`config.mk`:
```
export PLATFORM = sky130hd
export DESIGN_NAME = adccfg_bank
export DESIGN_NICKNAME = d
export VERILOG_FILES = /design/src/adccfg_pkg.sv /design/src/adccfg_sync.sv /design/src/adccfg_bank.sv
export VERILOG_INCLUDE_DIRS = /design/src
export SDC_FILE = /design/constraint.sdc
export NUM_CORES = 1
export LEC_CHECK = 0
export BUFFER_PORTS_ARGS = -buffer_cell sky130_fd_sc_hd__buf_2
export CELL_PAD_IN_SITES_DETAIL_PLACEMENT = 1
export CELL_PAD_IN_SITES_GLOBAL_PLACEMENT = 2
export CORE_ASPECT_RATIO = 0.6
export CORE_MARGIN = 8
export CORE_UTILIZATION = 35
export DETAILED_ROUTE_END_ITERATION = 8
export PLACE_DENSITY_LB_ADDON = 0.1
export SLEW_MARGIN = 10
export SYNTH_ARGS = -nofsm -noshare
export SYNTH_HDL_FRONTEND = slang
export SYNTH_SLANG_ARGS = --single-unit
```
`constraint.sdc`:
```
create_clock -name clk_sys -period 1.72 [get_ports clk_sys]
set_input_delay 0.172 -clock clk_sys [delete_from_list [all_inputs] [get_ports clk_sys]]
set_output_delay 0.172 -clock clk_sys [all_outputs]
set_load 0.02 [all_outputs]
```
`src/adccfg_defs.svh`:
```
// register offsets, field positions, write masks and reset values of the
// converter configuration bank; definitions only, no logic.
`ifndef ADCCFG_DEFS_SVH
`define ADCCFG_DEFS_SVH

`define ADCCFG_OFF_GLOBAL 8'h00
`define ADCCFG_OFF_TUNING 8'h02
`define ADCCFG_OFF_FORMAT 8'h3c
`define ADCCFG_OFF_PAT_HIGH 8'h3e
`define ADCCFG_OFF_PAT_LOW 8'h3f
`define ADCCFG_OFF_REFPWR 8'h44
`define ADCCFG_OFF_GAIN 8'h45

`define ADCCFG_BIT_READBACK 0
`define ADCCFG_BIT_SW_INIT 1
`define ADCCFG_BIT_FMT_SRC 7
`define ADCCFG_BIT_FMT_SEL 6
`define ADCCFG_BIT_PDN 6
`define ADCCFG_BIT_REF_SRC 3
`define ADCCFG_BIT_REF_SEL 2

// writable bits per register; all other bits read as zero
`define ADCCFG_MASK_GLOBAL 8'h01
`define ADCCFG_MASK_TUNING 8'h71
`define ADCCFG_MASK_FORMAT 8'hc0
`define ADCCFG_MASK_PAT_HIGH 8'hff
`define ADCCFG_MASK_PAT_LOW 8'hfc
`define ADCCFG_MASK_REFPWR 8'h4c
`define ADCCFG_MASK_GAIN 8'hf0

`define ADCCFG_RST_REG 8'h00

// serial framing: address bits, then data bits, word commits on last bit
`define ADCCFG_ADDR_LAST 4'h7
`define ADCCFG_WORD_LAST 4'hf

`endif

```
`src/adccfg_pkg.sv`:
```
// types shared by the converter configuration bank.
// assumes the defs header is compiled alongside.
package adccfg_pkg;
   // direction of the serial port, chosen by the readback bit
   typedef enum logic [0:0] {
      ADCCFG_WRITE = 1'b0,
      ADCCFG_READ = 1'b1
   } adccfg_dir_t;
endpackage : adccfg_pkg

```
`src/adccfg_sync.sv`:
```
// two-stage synchroniser for a group of asynchronous input levels.
// assumes one clock; only the second stage is visible outside.
`timescale 1ns/1ps
`default_nettype none
module adccfg_sync #(
   parameter int W = 1,
   parameter logic [W-1:0] RST = '0
) (
   input wire logic clk_sys,
   input wire logic rst_n,
   input wire logic [W-1:0] d,
   output logic [W-1:0] q
);
   logic [W-1:0] meta;
   logic [W-1:0] next_meta;
   logic [W-1:0] next_q;

   // the first stage feeds only the second stage
   always_comb begin
      next_meta = d;
      next_q = meta;
   end

   always_ff @(posedge clk_sys or negedge rst_n) begin
      if (!rst_n) begin
         meta <= RST;
         q <= RST;
      end else begin
         meta <= next_meta;
         q <= next_q;
      end
   end
endmodule : adccfg_sync
`default_nettype wire

```
`src/adccfg_bank.sv`:
```
// configuration register bank of a single-channel converter, reached
// over a three-wire serial port. assumes serial clock well below a
// quarter of clk_sys, since all pins are oversampled on clk_sys.
`timescale 1ns/1ps
`default_nettype none
`include "adccfg_defs.svh"

module adccfg_bank (
   input wire logic clk_sys,
   input wire logic rst_n,
   input wire logic serial_clk,
   input wire logic serial_select_n,
   input wire logic serial_in_line,
   output logic serial_out_pin,
   input wire logic shared_config_pin_format,
   input wire logic shared_config_pin_extref,
   output adccfg_pkg::adccfg_dir_t port_direction,
   output logic [3:0] distortion_tuning_bits,
   output logic format_offset_binary,
   output logic [13:0] user_test_pattern,
   output logic reference_external,
   output logic power_down_bit,
   output logic [3:0] fine_gain
);
   import adccfg_pkg::*;

   logic s_sclk, s_sen_n, s_sdi, s_fmt_pin, s_ref_pin;
   logic sclk_prev, next_sclk_prev;
   logic [15:0] shift, next_shift;
   logic [3:0] cnt, next_cnt;
   logic [7:0] rd_shift, next_rd_shift;
   logic sdo, next_sdo;
   logic sw_init, next_sw_init;
   logic [7:0] global_control, next_global_control;
   logic [7:0] distortion_tuning, next_distortion_tuning;
   logic [7:0] output_format_control, next_output_format_control;
   logic [7:0] user_pattern_high, next_user_pattern_high;
   logic [7:0] user_pattern_low, next_user_pattern_low;
   logic [7:0] reference_power_control, next_reference_power_control;
   logic [7:0] gain_control, next_gain_control;
   logic fmt_out, next_fmt_out, ref_out, next_ref_out;
   logic fall, commit;
   logic [15:0] word;
   logic [7:0] rd_value;

   // every pin crosses two flops; shift clock and select idle high, so
   // they reset high too and no false fall or frame follows a reset
   adccfg_sync #(.W(5), .RST(5'h18)) u_sync (
      .clk_sys(clk_sys),
      .rst_n(rst_n),
      .d({serial_clk, serial_select_n, serial_in_line,
          shared_config_pin_format, shared_config_pin_extref}),
      .q({s_sclk, s_sen_n, s_sdi, s_fmt_pin, s_ref_pin})
   );

   // falling serial clock inside a frame, and the word seen with this bit
   assign fall = sclk_prev & ~s_sclk & ~s_sen_n;
   assign word = {shift[14:0], s_sdi};
   assign commit = fall && (cnt == `ADCCFG_WORD_LAST);

   // readback mux on the address just shifted in; unmapped reads as zero
   always_comb begin
      rd_value = 8'h00;
      if (word[7:0] == `ADCCFG_OFF_GLOBAL) begin
         rd_value = global_control;
      end else if (word[7:0] == `ADCCFG_OFF_TUNING) begin
         rd_value = distortion_tuning;
      end else if (word[7:0] == `ADCCFG_OFF_FORMAT) begin
         rd_value = output_format_control;
      end else if (word[7:0] == `ADCCFG_OFF_PAT_HIGH) begin
         rd_value = user_pattern_high;
      end else if (word[7:0] == `ADCCFG_OFF_PAT_LOW) begin
         rd_value = user_pattern_low;
      end else if (word[7:0] == `ADCCFG_OFF_REFPWR) begin
         rd_value = reference_power_control;
      end else if (word[7:0] == `ADCCFG_OFF_GAIN) begin
         rd_value = gain_control;
      end
   end

   // serial shifter: bit count restarts whenever select goes high, so a
   // trailing partial word is dropped and back-to-back words are fine
   always_comb begin
      next_sclk_prev = s_sclk;
      next_shift = shift;
      next_cnt = cnt;
      next_rd_shift = rd_shift;
      next_sdo = sdo;
      if (s_sen_n) begin
         next_cnt = 4'h0;
         next_sdo = 1'b0;
      end else if (fall) begin
         next_shift = word;
         next_cnt = cnt + 4'h1;
         if (cnt == `ADCCFG_ADDR_LAST && global_control[0]) begin
            // present msb now so the controller latches it next fall
            next_sdo = rd_value[7];
            next_rd_shift = {rd_value[6:0], 1'b0};
         end else if (cnt > `ADCCFG_ADDR_LAST) begin
            next_sdo = rd_shift[7];
            next_rd_shift = {rd_shift[6:0], 1'b0};
         end
      end
   end

   // register file; software init beats a commit in the same cycle
   always_comb begin
      next_global_control = global_control;
      next_distortion_tuning = distortion_tuning;
      next_output_format_control = output_format_control;
      next_user_pattern_high = user_pattern_high;
      next_user_pattern_low = user_pattern_low;
      next_reference_power_control = reference_power_control;
      next_gain_control = gain_control;
      next_sw_init = 1'b0;
      if (sw_init) begin
         next_global_control = `ADCCFG_RST_REG;
         next_distortion_tuning = `ADCCFG_RST_REG;
         next_output_format_control = `ADCCFG_RST_REG;
         next_user_pattern_high = `ADCCFG_RST_REG;
         next_user_pattern_low = `ADCCFG_RST_REG;
         next_reference_power_control = `ADCCFG_RST_REG;
         next_gain_control = `ADCCFG_RST_REG;
      end else if (commit && global_control[0]) begin
         // readback: only the direction bit may change
         if (word[15:8] == `ADCCFG_OFF_GLOBAL) begin
            next_global_control = word[7:0] & `ADCCFG_MASK_GLOBAL;
         end
      end else if (commit) begin
         if (word[15:8] == `ADCCFG_OFF_GLOBAL) begin
            next_global_control = word[7:0] & `ADCCFG_MASK_GLOBAL;
            next_sw_init = word[`ADCCFG_BIT_SW_INIT];
         end else if (word[15:8] == `ADCCFG_OFF_TUNING) begin
            next_distortion_tuning = word[7:0] & `ADCCFG_MASK_TUNING;
         end else if (word[15:8] == `ADCCFG_OFF_FORMAT) begin
            next_output_format_control = word[7:0] & `ADCCFG_MASK_FORMAT;
         end else if (word[15:8] == `ADCCFG_OFF_PAT_HIGH) begin
            next_user_pattern_high = word[7:0];
         end else if (word[15:8] == `ADCCFG_OFF_PAT_LOW) begin
            next_user_pattern_low = word[7:0] & `ADCCFG_MASK_PAT_LOW;
         end else if (word[15:8] == `ADCCFG_OFF_REFPWR) begin
            next_reference_power_control = word[7:0] & `ADCCFG_MASK_REFPWR;
         end else if (word[15:8] == `ADCCFG_OFF_GAIN) begin
            next_gain_control = word[7:0] & `ADCCFG_MASK_GAIN;
         end
      end
   end

   // pin-or-register overrides, registered so the outputs are clean
   always_comb begin
      next_fmt_out = output_format_control[`ADCCFG_BIT_FMT_SRC] ?
         output_format_control[`ADCCFG_BIT_FMT_SEL] : s_fmt_pin;
      next_ref_out = reference_power_control[`ADCCFG_BIT_REF_SRC] ?
         reference_power_control[`ADCCFG_BIT_REF_SEL] : s_ref_pin;
   end

   always_ff @(posedge clk_sys or negedge rst_n) begin
      if (!rst_n) begin
         sclk_prev <= 1'b1;
         shift <= 16'h0000;
         cnt <= 4'h0;
         rd_shift <= 8'h00;
         sdo <= 1'b0;
         sw_init <= 1'b0;
         global_control <= `ADCCFG_RST_REG;
         distortion_tuning <= `ADCCFG_RST_REG;
         output_format_control <= `ADCCFG_RST_REG;
         user_pattern_high <= `ADCCFG_RST_REG;
         user_pattern_low <= `ADCCFG_RST_REG;
         reference_power_control <= `ADCCFG_RST_REG;
         gain_control <= `ADCCFG_RST_REG;
         fmt_out <= 1'b0;
         ref_out <= 1'b0;
      end else begin
         sclk_prev <= next_sclk_prev;
         shift <= next_shift;
         cnt <= next_cnt;
         rd_shift <= next_rd_shift;
         sdo <= next_sdo;
         sw_init <= next_sw_init;
         global_control <= next_global_control;
         distortion_tuning <= next_distortion_tuning;
         output_format_control <= next_output_format_control;
         user_pattern_high <= next_user_pattern_high;
         user_pattern_low <= next_user_pattern_low;
         reference_power_control <= next_reference_power_control;
         gain_control <= next_gain_control;
         fmt_out <= next_fmt_out;
         ref_out <= next_ref_out;
      end
   end

   // field outputs follow the stored values
   assign port_direction = adccfg_dir_t'(global_control[0]);
   assign distortion_tuning_bits = {distortion_tuning[6:4],
                                    distortion_tuning[0]};
   assign user_test_pattern = {user_pattern_high,
                               user_pattern_low[7:2]};
   assign power_down_bit = reference_power_control[`ADCCFG_BIT_PDN];
   assign fine_gain = gain_control[7:4];
   assign format_offset_binary = fmt_out;
   assign reference_external = ref_out;
   assign serial_out_pin = sdo;

   AST_SW_INIT: assert property (@(posedge clk_sys) disable iff (!rst_n)
      sw_init |=> (user_test_pattern == 14'h0000) && (fine_gain == 4'h0)
         && !sw_init && (global_control == 8'h00))
      else $error("software init did not restore defaults");
   AST_INIT_SET: assert property (@(posedge clk_sys) disable iff (!rst_n)
      commit && !global_control[0] && word[15:8] == 8'h00 && word[1]
      |=> sw_init ##1 (gain_control == 8'h00))
      else $error("init bit write did not reset the bank");
   AST_RD_LOCK: assert property (@(posedge clk_sys) disable iff (!rst_n)
      commit && global_control[0] && word[15:8] != 8'h00 && !sw_init
      |=> $stable(user_test_pattern) && $stable(fine_gain))
      else $error("write accepted in readback mode");
   AST_FMT: assert property (@(posedge clk_sys) disable iff (!rst_n)
      output_format_control[7] |=>
         format_offset_binary == $past(output_format_control[6]))
      else $error("format output ignores register select");
   AST_REF_PIN: assert property (@(posedge clk_sys) disable iff (!rst_n)
      !reference_power_control[3] |=> reference_external == $past(s_ref_pin))
      else $error("reference output ignores pin");
   AST_PAT_LOW: assert property (@(posedge clk_sys) disable iff (!rst_n)
      commit && !global_control[0] && !sw_init && word[15:8] == 8'h3f
      |=> user_test_pattern[5:0] == $past(word[7:2]))
      else $error("pattern low bits not stored");
   AST_GAIN: assert property (@(posedge clk_sys) disable iff (!rst_n)
      commit && !global_control[0] && !sw_init && word[15:8] == 8'h45
      |=> fine_gain == $past(word[7:4]))
      else $error("gain not stored");
   AST_FRAME: assert property (@(posedge clk_sys) disable iff (!rst_n)
      s_sen_n |=> cnt == 4'h0 && !serial_out_pin)
      else $error("bit count not cleared outside frame");
   AST_HOLD: assert property (@(posedge clk_sys) disable iff (!rst_n)
      !commit && !sw_init |=> $stable(user_pattern_high)
         && $stable(reference_power_control))
      else $error("field changed without a write");
   AST_SDO: assert property (@(posedge clk_sys) disable iff (!rst_n)
      fall && global_control[0] && cnt == 4'h7
      |=> serial_out_pin == $past(rd_value[7]))
      else $error("readback msb not presented");
endmodule : adccfg_bank
`default_nettype wire

```
Word-level counts from Yosys, hierarchy flattened:

Index checks and enable logic that the tools add are counted.
W data, S select, Z words.

* bits of input ports: 7
* logic and storage cells: 139
* bits in registers: 98

* add/sub/neg operators: 1
* bitwise gates (word level): 4
* $lt $le $gt $ge: 1
* reductions and logical operators: 25
* eq/ne operators: 21
* muxes and demuxes: 70

Operator list (count)
* $mux W8: 58
* $eq A8 B6 Y1 const B: 6
* $eq A8 B7 Y1 const B: 4
* $reduce_bool A2 Y1: 9
* $eq A8 B2 Y1 const B: 2
* $logic_not A8 Y1: 2
* $ne A2 B2 Y1 const B: 7
* $mux W1: 10
* $reduce_and A9 Y1: 1
* $mux W4: 2
* $reduce_and A8 Y1: 1
* $reduce_and A7 Y1: 1
* $reduce_and A6 Y1: 1
* $reduce_bool A3 Y1: 2
* $reduce_and A5 Y1: 1
* $add A4 B1 Y4 const B: 1
* $eq A4 B3 Y1 const B: 1
* $eq A4 B4 Y1 const B: 1
* $gt A4 B3 Y1 const B: 1
* $reduce_and A2 Y1: 2
* $reduce_and A4 Y1: 1
* $logic_and A1 B1 Y1: 3
* $reduce_and A3 Y1: 1
* $and A1 B1 Y1: 2
* $not A1 Y1: 2

Longest topological paths before layout:

Gate-level depths: netlist of run 1.

* depth in word-level cells: 11
* depth in mapped cells: 7

By module:

Synthesis of run 1 repeated with hierarchy kept, for this count alone.

* cell total of the unflattened synthesis: 284
* area total of the unflattened synthesis: 3250.6 um2

By module, submodules not included
* adccfg_bank: seq. area each 1477.7 um2, cells each 274, instances 1, area each 2995.4 um2
* adccfg_sync: seq. area each 255.2 um2, cells each 10, instances 1, area each 255.2 um2

Worst setup path after synthesis of run 1:

Ideal clock, no wire load.

* kind: flip-flop to flip-flop
* from: reg shift[3]
* to: reg rd_shift[7]
* setup time: 0.074 ns
* data required time: 1.646 ns
* stages on the path, launching flop included: 6
* arrival: 1.600 ns
* clock period less this slack: 1.674 ns
* path slack: 0.046 ns
* cells stage by stage: dfrtp_1 > or3_4 > nor4_4 > a2111oi_0 > o22a_1 > o21ai_2

* longest elaborated chain between the ends: 9
* elaborated cells on any way between the ends: 15

Ends and longest elaborated chain
* start, declared: RTL line adccfg_bank.sv:29 `logic [15:0] shift, next_shift;`
* start signal, assigned: RTL line adccfg_bank.sv:176 `shift <= next_shift;`
* $eq A8 B7 Y1 (no line)
* $mux W8: RTL line adccfg_bank.sv:76 `` end else if (word[7:0] == `ADCCFG_OFF_GAIN) begin ``
* $mux W8: RTL line adccfg_bank.sv:74 `` end else if (word[7:0] == `ADCCFG_OFF_REFPWR) begin ``
* $mux W8: RTL line adccfg_bank.sv:72 `` end else if (word[7:0] == `ADCCFG_OFF_PAT_LOW) begin ``
* $mux W8: RTL line adccfg_bank.sv:70 `` end else if (word[7:0] == `ADCCFG_OFF_PAT_HIGH) begin ``
* $mux W8: RTL line adccfg_bank.sv:68 `` end else if (word[7:0] == `ADCCFG_OFF_FORMAT) begin ``
* $mux W8: RTL line adccfg_bank.sv:66 `` end else if (word[7:0] == `ADCCFG_OFF_TUNING) begin ``
* $mux W8 *: RTL line adccfg_bank.sv:64 `` if (word[7:0] == `ADCCFG_OFF_GLOBAL) begin ``
* $mux W8 *: RTL line adccfg_bank.sv:95 `` if (cnt == `ADCCFG_ADDR_LAST && global_control[0]) begin ``
* end signal, assigned: RTL line adccfg_bank.sv:178 `rd_shift <= next_rd_shift;`
* end, declared: RTL line adccfg_bank.sv:31 `logic [7:0] rd_shift, next_rd_shift;`

Every way passes the cells marked *; elsewhere a longest branch is shown, timed or not.
A chain may end at the register's enable or synchronous reset.

Final worst setup path of run 1:

* from: reg shift[10]
* to: reg gain_control[6]

* longest elaborated chain between the ends: 3
* elaborated cells on any way between the ends: 15

Ends and longest elaborated chain
* $eq A8 B7 Y1 (no line), or another cell as far along
* $ne A2 B2 Y1 (no line) / $reduce_bool A2 Y1 (equally long branches)
* $reduce_and A9 Y1 (no line) *
* end signal, assigned: RTL line adccfg_bank.sv:171 `` gain_control <= `ADCCFG_RST_REG; ``
* end signal, assigned: RTL line adccfg_bank.sv:187 `gain_control <= next_gain_control;`
* end, declared: RTL line adccfg_bank.sv:40 `logic [7:0] gain_control, next_gain_control;`

Marks and branches as above.

==> flow_metrics.tcl, run 1 <==
set metrics [dict create \
    detail_route.drc_violations 0 \
    hold_violations 0 \
    fin_tns_setup_ps 0 \
    io_buffers 33 \
    cp_top_family "simple AND/OR/NAND/NOR gates" \
    fin_ws_ps 9.219 \
    synthFlopType "dfrtp_1" \
    seq_power_share_pct 43.2 \
    gp_congestion 0.7721 \
    route.top_layer_used "met4" \
    cts-htree-levels 3 \
    layout.cells.non_filler 463 \
    worst-path-buf-inv 1 \
    power-per-cell-area_nw_per_um2 1050 \
    net-switching-power_uw 1189 \
    power.ir.vdd_worst_mv 0.5827 \
    run_status "finished, final reports clean" \
    post-dp-hpwl_um 5979 \
    power.combinational.fraction_pct 17.0 \
    yosysTopAreaCell "dfrtp_1" \
    timing.critical_path.fanout_max 4 \
    start_util_pct 36.28 \
    synthTopCellsByCount "dfrtp_1 (64), nor2_1 (37), mux2i_1 (30), mux2_2 (17), nand2_1 (15)" \
    cts_max_path_buffers 2 \
    nets 355 \
    synthesis.yosys.warnings 0 \
    clk_pin_slew_worst_paths_ps 50 \
    worst_ep_arrival_time_ps 1910 \
    cells_taking_the_most_area_after_synthesis "dfrtp_1 (52%), mux2i_1 (9.7%), mux2_2 (6.2%)" \
    grt_setup_unrepaired "yes" \
    tightestPinTransition_ps 587.2 \
    die_w_um 137.6 \
    worst_path_max_delay_cell "or3_4" \
    fillCellCount 917 \
    final_max_slew_viol_count 0 \
    tritoncts_sink_count 69 \
    floorplan.die.height_um 88.95 \
    ant_nets 0 \
    power_switching_share_pct 27.23 \
    flow.area_growth_from_synthesis_pct 33.94 \
    first_global_vias 2530 \
    met2_wirelength_um 3575 \
    overall_fraction_of_global_route_tracks_in_use_pct 15.56 \
    tritoncts "done" \
    grt_remaining_overflow 0 \
    synth-seq-area-share_pct 55.82 \
    wl_per_cell_um 18.55 \
    floorplan_row_count 26 \
    fp.coreArea_um2 8556 \
    wl_um 8588 \
    place_worst_setup_slack_ps -23.38 \
    critPathCaptureType "flip-flop" \
    grt_antenna_before_repair 0 \
    num_vias 2351 \
    ctsRootBufferMaster "clkbuf_16" \
    holdCritPathClass "flip-flop to flip-flop" \
    power_report.internal_total_uw 3176 \
    antenna-diode-count 0 \
    synth_top_cell_area_share_pct 51.59 \
    setup.worst_path.class "flip-flop to flip-flop" \
    cts_buffers 9 \
    grt_first_pass_wirelength_um 14260 \
    layout_worst_path_cycle_share_pct 99.46 \
    reg2reg_slack_ps 9 \
    post_drt_via_cell_ratio 5.078 \
    area.sequential_um2 1735 \
    wl_met1_um 4575 \
    synth.cell_area_um2 3104 \
    die-area_um2 12240 \
    postSynth.asyncResetShare_pct 100.0 \
    synth_cell_type_count 46 \
    multi_input_comb_area_um2 1386 \
    drive_above_1_share_pct 37.61 \
    fin_worst_hold_slack_ps 345.6 \
    netlist_instances 269 \
    worst_skew_pair.late_latency_ps 330 \
    io_pins 34 \
    syn_area_per_cell_um2 11.54 \
    place.detailed.instances 434 \
    detail_route.iter0.violations 153 \
    clk_network_pwr_share_pct 39.8 \
    fmax_mhz 584.5 \
    cp_slowest_stage_delay_ps 390 \
    power.total_uw 4365 \
    static-leakage-power_uw 0.002082 \
    setup-violations-final 0 \
    timing.final.crit_period_ps 1711 \
    syn_nets 277 \
    element_type_at_the_critical_path_start "flip-flop" \
    wl_met3_um 314 \
    post_synth_edffs 0 \
    cells_along_the_critical_path "or3_4 > and4bb_1 > nand4b_1 > buf_6 > mux2i_1 > nor2_1" \
    most_common_cell_in_the_netlist "dfrtp_1" \
    timing.slew.headroom_pct 60.86 \
    finClkSkew_ps 5.191 \
    drtPass1Iterations 4 \
    maximum_number_of_pins_on_one_net_before_global_route_repair 70 \
    maxCapViolCount 0 \
    yosys_register_bits 69 \
    timing.critical_path.required_ps 1920 \
]
==> state kept, by name, indices dropped and copies added, names as in the netlist, 2 cells and up <==
name,flops
distortion_tuning,4
rd_shift,7
u_sync.meta,5
output_format_control,2
user_pattern_high,8
cnt,4
gain_control,4
user_pattern_low,6
reference_power_control,3
u_sync.q,5
shift,15
==> placed cells by master, fill, tap and decap left out, types with 4 or more instances in the layout <==
cell type and instances:
dfrtp_1 62, nor2_1 37, buf_2 34, buf_4 33, mux2i_1 30, mux2_2 17
nand2_1 15, clkbuf_16 9, nand3_1 8, buf_6 7, nand2b_1 6, a21oi_1 6
dlygate4sd3_1 6, a32oi_1 5, dfstp_2 5, a22oi_1 4
==> final timing paths <==
| path | startpoint | endpoint | cells after the start |
|---|---|---|---|
| max | shift[10]$_DFFE_PN0P_ | gain_control[6]$_DFFE_PN0P_ | 6 |
| min | u_sync.meta[1]$_DFF_PN0_ | u_sync.q[1]$_DFF_PN0_ | 0 |
| max reg2reg | shift[10]$_DFFE_PN0P_ | gain_control[6]$_DFFE_PN0P_ | 6 |
| min reg2reg | u_sync.meta[1]$_DFF_PN0_ | u_sync.q[1]$_DFF_PN0_ | 0 |
| max in group asynchronous | rst_n | u_sync.q[3]$_DFF_PN1_ | 3 |
| min in group asynchronous | rst_n | shift[12]$_DFFE_PN0P_ | 3 |
==> final cells by class <==
class | instances | share of cell area [%]
Timing Repair Buffer | 83 | 14.84
Multi-Input combinational cell | 184 | 33.34
Tap cell | 112 | 3.370
Clock inverter | 1 | 0.1204
Sequential cell | 69 | 41.74
Clock buffer | 14 | 6.590
==> layer usage <==
metal | up-vias | GRT usage (%)
met5 | - | 0
met4 | 0 | 5.294
met3 | 12 | 4.489
met2 | 29 | 21.63
met1 | 1174 | 22.37
li1 | 1136 | -
==> logic make-up after synthesis <==
group / share of synthesized area (%)
xor+xnor: 0.8466
compound gates: 8.223
buf+inv: 2.257
fa+ha+maj: 0.4030
simple gates: 16.61
mux: 15.84
flops: 55.82
==> per-stage QoR <==
stage | instance area [µm²] | utilization [%]
3_5_place_dp | 3647 | 42.63
2_1_floorplan | 3104 | -
4_1_cts | 4001 | 46.77
3_3_place_gp | 3647 | 42.63
6_report | 4158 | 48.60
5_1_grt | 4158 | 48.60
==> power groups by stage <==
stage	sequential, µW	clock, µW	combinational, µW
after detailed placement	1890	0	662
after global routing	1900	1860	806
after CTS	1870	1800	691
after global placement	1880	0	652
final	1890	1740	742
after floorplan	1860	0	349
==> repair_timing <==
item,4_1_cts,5_1_grt
setup endpoints to repair,4,48
cloned,0,1
pin swaps,2,11
hold buffers,6,0
hold endpoints to repair,69,0
buffers inserted,0,7
resized for setup,3,23
No activity file was read; power rests on OpenSTA's default activity.
==> run 2: changes to the inputs <==
--- a/config.mk
+++ b/config.mk
@@ -7,11 +7,12 @@
 export NUM_CORES = 1
 export LEC_CHECK = 0
 export BUFFER_PORTS_ARGS = -buffer_cell sky130_fd_sc_hd__buf_2
+export CAP_MARGIN = 20
 export CELL_PAD_IN_SITES_DETAIL_PLACEMENT = 1
 export CELL_PAD_IN_SITES_GLOBAL_PLACEMENT = 2
 export CORE_ASPECT_RATIO = 0.6
 export CORE_MARGIN = 8
-export CORE_UTILIZATION = 35
+export CORE_UTILIZATION = 39
 export DETAILED_ROUTE_END_ITERATION = 8
 export PLACE_DENSITY_LB_ADDON = 0.1
 export SLEW_MARGIN = 10
==> constraint.sdc (replaced) <==
create_clock -name clk_sys -period 1.8 [get_ports clk_sys]
set_input_delay 0.18 -clock clk_sys [delete_from_list [all_inputs] [get_ports clk_sys]]
set_output_delay 0.18 -clock clk_sys [all_outputs]
set_load 0.02 [all_outputs]
==> flow_metrics.tcl, run 2 (synthesis results as in run 1) <==
set metrics [dict create \
    timing.critical_path.fanout_max 5 \
    gp_congestion 0.7998 \
    tritoncts "done" \
    worstHoldPathCells 0 \
    worst_ep_arrival_time_ps 1940 \
    detail_route.iter0.violations 136 \
    floorplan.die.height_um 85.11 \
    die-area_um2 11160 \
    met2_wirelength_um 3907 \
    fmax_mhz 571.4 \
    num_vias 2382 \
    mostFrequentLayoutCell "dfrtp_1" \
    mostFrequentLayoutCells "dfrtp_1 (63), nor2_1 (37), buf_4 (37), buf_2 (33), mux2i_1 (28)" \
    dpl-instance-area_um2 3620 \
    io_pins 34 \
    timing.final.crit_period_ps 1750 \
    clk_pin_slew_worst_paths_ps 60 \
    grt_first_pass_wirelength_um 14720 \
    critPathCaptureType "flip-flop" \
    timing.hold.worst_endpoint "u_sync.q[0]$_DFF_PN0_" \
    nets 352 \
    reg2reg_slack_ps 50 \
    ctsRootBufferMaster "clkbuf_16" \
    grt_antenna_before_repair 0 \
    post-route-cell-area_um2 4145 \
    grt_setup_unrepaired "yes" \
    element_type_at_the_critical_path_start "flip-flop" \
    cts-htree-levels 3 \
    rr_startpoint "shift[13]$_DFFE_PN0P_" \
    setup-violations-final 0 \
    hold_violations 0 \
    setup.worst_path.class "flip-flop to flip-flop" \
    worst_skew_pair.late_latency_ps 340 \
    timing.critical_path.required_ps 1990 \
    fp.coreArea_um2 7789 \
    finClkSkew_ps 6.287 \
    drtPass1Iterations 4 \
    die_w_um 131.2 \
    maximum_number_of_pins_on_one_net_before_global_route_repair 70 \
    final_max_slew_viol_count 0 \
    cp_slowest_stage_delay_ps 420 \
    run_status "finished, final reports clean" \
    flow.area_growth_from_synthesis_pct 33.54 \
    drive_above_1_share_pct 35.53 \
    max_ffs_per_register 15 \
    r2r.worst_path.cells 6 \
    power.ir.vdd_worst_mv 0.5428 \
    floorplan_row_count 25 \
    antenna-diode-count 0 \
    post_drt_via_cell_ratio 5.212 \
    static-leakage-power_uw 0.002083 \
    worst_path_max_delay_cell "dfrtp_1" \
    hold_start "u_sync.meta[0]$_DFF_PN0_" \
    start_util_pct 39.86 \
    route.top_layer_used "met4" \
    wl_per_cell_um 19.48 \
    tritoncts_sink_count 69 \
    first_global_vias 2647 \
    layout_worst_path_cycle_share_pct 97.23 \
    wl_um 8903 \
    maxCapViolCount 0 \
    ant_nets 0 \
    detail_route.drc_violations 0 \
    biggestRegsByFlops "shift (15), user_pattern_high (8), rd_shift (7)" \
    grt_remaining_overflow 0 \
    power-per-cell-area_nw_per_um2 1121 \
    register_name_with_the_most_flops "shift" \
    wl_met1_um 4603 \
    finish.utilization_pct 53.22 \
    wl_met3_um 297 \
    timing.slew.headroom_pct 53.36 \
    io_buffers 33 \
    destination_of_the_worst_register_to_register_timing_path "user_pattern_low[4]$_DFFE_PN0P_" \
    holdCritPathClass "flip-flop to flip-flop" \
    post-dp-hpwl_um 5996 \
    cts_buffers 9 \
    cells_along_the_critical_path "nor4bb_1 > and3_1 > and4_4 > buf_12 > mux2i_1 > nor2_1" \
    tightestPinTransition_ps 699.6 \
    cts_max_path_buffers 2 \
    overall_fraction_of_global_route_tracks_in_use_pct 16.99 \
]
-- run 2: changes by cell type in the layout (fill, tap and decap cells not counted), moves of 3 or more --
cell       change
buf_4          +4
buf_6          -6
bufinv_16      +4
clkbuf_8       -3
nand3_1        +3
nand3_2        -3
-- run 2: per-layer routing --
metal  track usage, %  vias to the layer above
met3            5.307                        7
met4            5.451                        0
met1            23.12                     1217
met2            25.07                       33
met5                0                        -
li1                 -                     1125
-- run 2: what timing repair did --
item / in CTS / in global routing
setup endpoints to repair: 5 / 19
pin swaps: 1 / 2
gates resized for setup: 0 / 10
buffers inserted: 1 / 7
hold buffers: 6 / 0
hold endpoints to repair: 69 / 0
-- run 2: area by class of cell --
| type | count | area, µm² |
|---|---|---|
| fillers | 838 | 3643 |
| flip-flops and latches | 69 | 1734 |
| well taps | 108 | 135.1 |
| repair buffers | 80 | 574.3 |
| clock inverters | 6 | 135.1 |
| multi-input cells | 184 | 1338 |
| clock buffers | 10 | 229.0 |
-- run 2: worst max-delay path, delay by kind of cell, from the launching register on --
family,cells,cell delay (ps)
buffers and inverters,1,130
AND/OR/NAND/NOR,4,880
flip-flops,1,420
multiplexers,1,180
-- run 2: worst max path at each step --
stage / startpoint / endpoint / slack (ps)
6_report: shift[13]$_DFFE_PN0P_ / user_pattern_low[4]$_DFFE_PN0P_ / 50
5_1_grt: shift[10]$_DFFE_PN0P_ / distortion_tuning[0]$_DFFE_PN0P_ / -80
4_1_cts: cnt[0]$_DFFE_PN0P_ / user_pattern_low[4]$_DFFE_PN0P_ / 3
3_5_place_dp: cnt[1]$_DFFE_PN0P_ / gain_control[5]$_DFFE_PN0P_ / -30
3_3_place_gp: cnt[0]$_DFFE_PN0P_ / gain_control[4]$_DFFE_PN0P_ / 20
2_1_floorplan: shift[3]$_DFFE_PN0P_ / rd_shift[7]$_DFFE_PN0P_ / 130
-- run 2: through the flow --
stage	power (µW)	setup WS, ps	std cells	hold WS, ps	TNS, ps
global route	4826	-79.72	457	360.4	-440.7
detailed placement	2446	-26.48	427	236.7	-64.31
finish	4648	49.87	457	351.2	0
CTS	4655	3.335	450	353.5	0
floorplan	2110	126.1	269	-115.6	0
global placement	2420	19.37	427	234.0	0
-- run 2: power by group --
part / internal, µW / switching, µW / leakage [µW]
clock: 1490 / 680 / 0.000169
sequential: 1660 / 140 / 0.000915
combinational: 312 / 366 / 0.00100
total: 3460 / 1190 / 0.00208
==> run 3: changes to the inputs <==
--- a/config.mk
+++ b/config.mk
@@ -6,15 +6,16 @@
 export SDC_FILE = /design/constraint.sdc
 export NUM_CORES = 1
 export LEC_CHECK = 0
+export ABC_AREA = 1
 export BUFFER_PORTS_ARGS = -buffer_cell sky130_fd_sc_hd__buf_2
 export CAP_MARGIN = 20
 export CELL_PAD_IN_SITES_DETAIL_PLACEMENT = 1
 export CELL_PAD_IN_SITES_GLOBAL_PLACEMENT = 2
 export CORE_ASPECT_RATIO = 0.6
-export CORE_MARGIN = 8
-export CORE_UTILIZATION = 39
+export CORE_MARGIN = 10
+export CORE_UTILIZATION = 35
 export DETAILED_ROUTE_END_ITERATION = 8
-export PLACE_DENSITY_LB_ADDON = 0.1
+export PLACE_DENSITY = 0.77
 export SLEW_MARGIN = 10
 export SYNTH_ARGS = -nofsm -noshare
 export SYNTH_HDL_FRONTEND = slang
==> flow_metrics.tcl, run 3 <==
set metrics [dict create \
    static-leakage-power_uw 0.002012 \
    place_worst_setup_slack_ps 114.4 \
    mostFrequentLayoutCells "nand2_1 (109), dfrtp_1 (64), inv_1 (42), nor2_1 (38), o21ai_0 (34)" \
    worst_path_max_delay_cell "dfstp_2" \
    tritoncts_sink_count 69 \
    wl_per_cell_um 17.21 \
    setup.worst_path.class "flip-flop to flip-flop" \
    ant_nets 0 \
    num_vias 2706 \
    tritoncts "done" \
    setup-violations-final 0 \
    post-dp-hpwl_um 7232 \
    ctsRootBufferMaster "clkbuf_16" \
    yosys_register_bits 69 \
    max_ffs_per_register 15 \
    destination_of_the_worst_register_to_register_timing_path "reference_power_control[6]$_DFFE_PN0P_" \
    layout_worst_path_cycle_share_pct 93.50 \
    grt_first_pass_wirelength_um 15900 \
    synth.cell_area_um2 3193 \
    netlist_instances 384 \
    rr_startpoint "sclk_prev$_DFF_PN1_" \
    yosysTopAreaCell "dfrtp_1" \
    timing.hold.worst_endpoint "u_sync.q[0]$_DFF_PN0_" \
    power.ir.vdd_worst_mv 0.4464 \
    mostFrequentLayoutCell "nand2_1" \
    hold_start "u_sync.meta[0]$_DFF_PN0_" \
    synth-seq-area-share_pct 54.27 \
    io_buffers 33 \
    tightestPinTransition_ps 618.4 \
    reg2reg_slack_ps 120 \
    floorplan_row_count 26 \
    detail_route.iter0.violations 161 \
    die_w_um 143.3 \
    detail_route.drc_violations 0 \
    drtPass1Iterations 4 \
    run_status "finished, final reports clean" \
    most_common_cell_in_the_netlist "nand2_1" \
    r2r.worst_path.cells 11 \
    timing.slew.headroom_pct 58.77 \
    floorplan.die.height_um 93.99 \
    finish.utilization_pct 45.91 \
    timing.critical_path.fanout_max 4 \
    cts_max_path_buffers 2 \
    post_synth_edffs 0 \
    element_type_at_the_critical_path_start "flip-flop" \
    maximum_number_of_pins_on_one_net_before_global_route_repair 30 \
    timing.final.crit_period_ps 1683 \
    synthesis.yosys.warnings 0 \
    nets 449 \
    cts-htree-levels 3 \
    timing.critical_path.required_ps 2070 \
    synth_top_cell_area_share_pct 50.16 \
    io_pins 34 \
    synth_cell_type_count 32 \
    die-area_um2 13470 \
    drive_above_1_share_pct 21.30 \
    maxCapViolCount 0 \
    synthTopCellsByCount "nand2_1 (110), dfrtp_1 (64), inv_1 (44), nor2_1 (38), o21ai_0 (34)" \
    final_max_slew_viol_count 0 \
    worst_skew_pair.late_latency_ps 330 \
    holdCritPathClass "flip-flop to flip-flop" \
    grt_remaining_overflow 0 \
    critPathCaptureType "flip-flop" \
    wl_um 9601 \
    syn_nets 392 \
    fp.coreArea_um2 8686 \
    fmax_mhz 594.2 \
    biggestRegsByFlops "shift (15), user_pattern_high (8), rd_shift (7)" \
    power-per-cell-area_nw_per_um2 995.5 \
    gp_congestion 0.8140 \
    synthFlopType "dfrtp_1" \
    cells_taking_the_most_area_after_synthesis "dfrtp_1 (50%), nand2_1 (13%), o21ai_0 (5.3%)" \
    worstHoldPathCells 0 \
    worst_ep_arrival_time_ps 1950 \
    fin_ws_ps 117.1 \
    grt_setup_unrepaired "yes" \
    grt_antenna_before_repair 0 \
    syn_area_per_cell_um2 8.315 \
    cp_slowest_stage_delay_ps 550 \
    post_drt_via_cell_ratio 4.849 \
    flow.area_growth_from_synthesis_pct 24.88 \
    postSynth.asyncResetShare_pct 100.0 \
    start_util_pct 36.76 \
    clk_pin_slew_worst_paths_ps 60 \
    cts_buffers 9 \
    finClkSkew_ps 5.790 \
    antenna-diode-count 0 \
    hold_violations 0 \
    first_global_vias 2877 \
    critical_path.most_common_cell "nor2_4" \
    fin_tns_setup_ps 0 \
    overall_fraction_of_global_route_tracks_in_use_pct 15.25 \
    cells_along_the_critical_path "nand2_4 > nor2_4 > nand3_2 > clkinv_2 > nand2_2 > nor2_4 > nor2_1 > nor2_2 > buf_4 > nand3_1 > nand2_1" \
    register_name_with_the_most_flops "shift" \
]
[run 3: cell count changes in the layout (fill, tap and decap cells not counted), moves of 7 or more]
cell	previous run	this run
nand2_1	15	109
mux2_2	17	1
inv_1	0	42
buf_4	37	11
mux2i_1	28	0
o21ai_2	1	8
nand3_1	11	21
o21ai_0	2	34
[run 3: critical path: cells and delay by family (launching register included)]
family	cells	cell delay, ps
buffers and inverters	2	230
DFF	1	550
and+or+nand+nor	9	830
[run 3: final cells by class]
cell class / instances / area, µm²
multi-input combinational: 262 / 1272
inverter: 47 / 181.4
sequential: 69 / 1733
tap: 112 / 140.1
clock inverter: 3 / 42.54
timing repair buffer: 52 / 347.8
fill: 1071 / 4698
clock buffer: 13 / 270.3
[run 3: cell families (layout without fill, tap and decap cells)]
family,Yosys count,after routing,synth area share [%]
AO/OA/AOI/OAI,66,66,11.95
AND/OR/NAND/NOR,194,194,26.22
multiplexers,1,1,0.3526
adder cells (fa/ha/maj),1,1,0.3918
flip-flops,69,69,54.27
buffers and inverters,53,115,6.818
[run 3: where the power goes]
group          total (µW)  switching (µW)  internal (µW)
Clock                1840             657           1180
Sequential           1680            58.3           1620
Combinational         453             320            133
[run 3: repair_timing]
action                                 in CTS  in global routing
setup endpoints to repair                   0                 14
hold buffers                                6                  0
gates resized for setup                     0                  9
endpoints found under the hold margin      21                  0
buffers inserted                            0                  2
[run 3: worst max-delay path by stage]
stage | start | end | slack, ps
after global placement | sclk_prev$_DFF_PN1_ | user_pattern_low[5]$_DFFE_PN0P_ | 180
after global routing | sclk_prev$_DFF_PN1_ | reference_power_control[2]$_DFFE_PN0P_ | -20
final | sclk_prev$_DFF_PN1_ | reference_power_control[6]$_DFFE_PN0P_ | 120
after detailed placement | cnt[0]$_DFFE_PN0P_ | reference_power_control[3]$_DFFE_PN0P_ | 110
after CTS | cnt[0]$_DFFE_PN0P_ | user_pattern_low[4]$_DFFE_PN0P_ | 100
after floorplan | sclk_prev$_DFF_PN1_ | user_pattern_low[6]$_DFFE_PN0P_ | 270
[run 3: through the flow]
step | cell area [µm²] | cells | hold WS [ps] | total power (µW)
floorplan | 3193 | 384 | -115.6 | 1944
global placement | 3566 | 534 | 212.6 | 2123
detailed placement | 3566 | 534 | 236.0 | 2135
CTS | 3939 | 556 | 351.9 | 4010
global route | 3988 | 558 | 360.0 | 4171
finish | 3988 | 558 | 347.8 | 3970
[run 3: metal layers]
layer / vias to the layer above / track usage, % / wire length, µm
met4: 0 / 3.807 / 29
li1: 1357 / - / -
met3: 2 / 4.697 / 553
met1: 1299 / 22.30 / 5031
met5: - / 0 / 0
met2: 48 / 21.07 / 3987
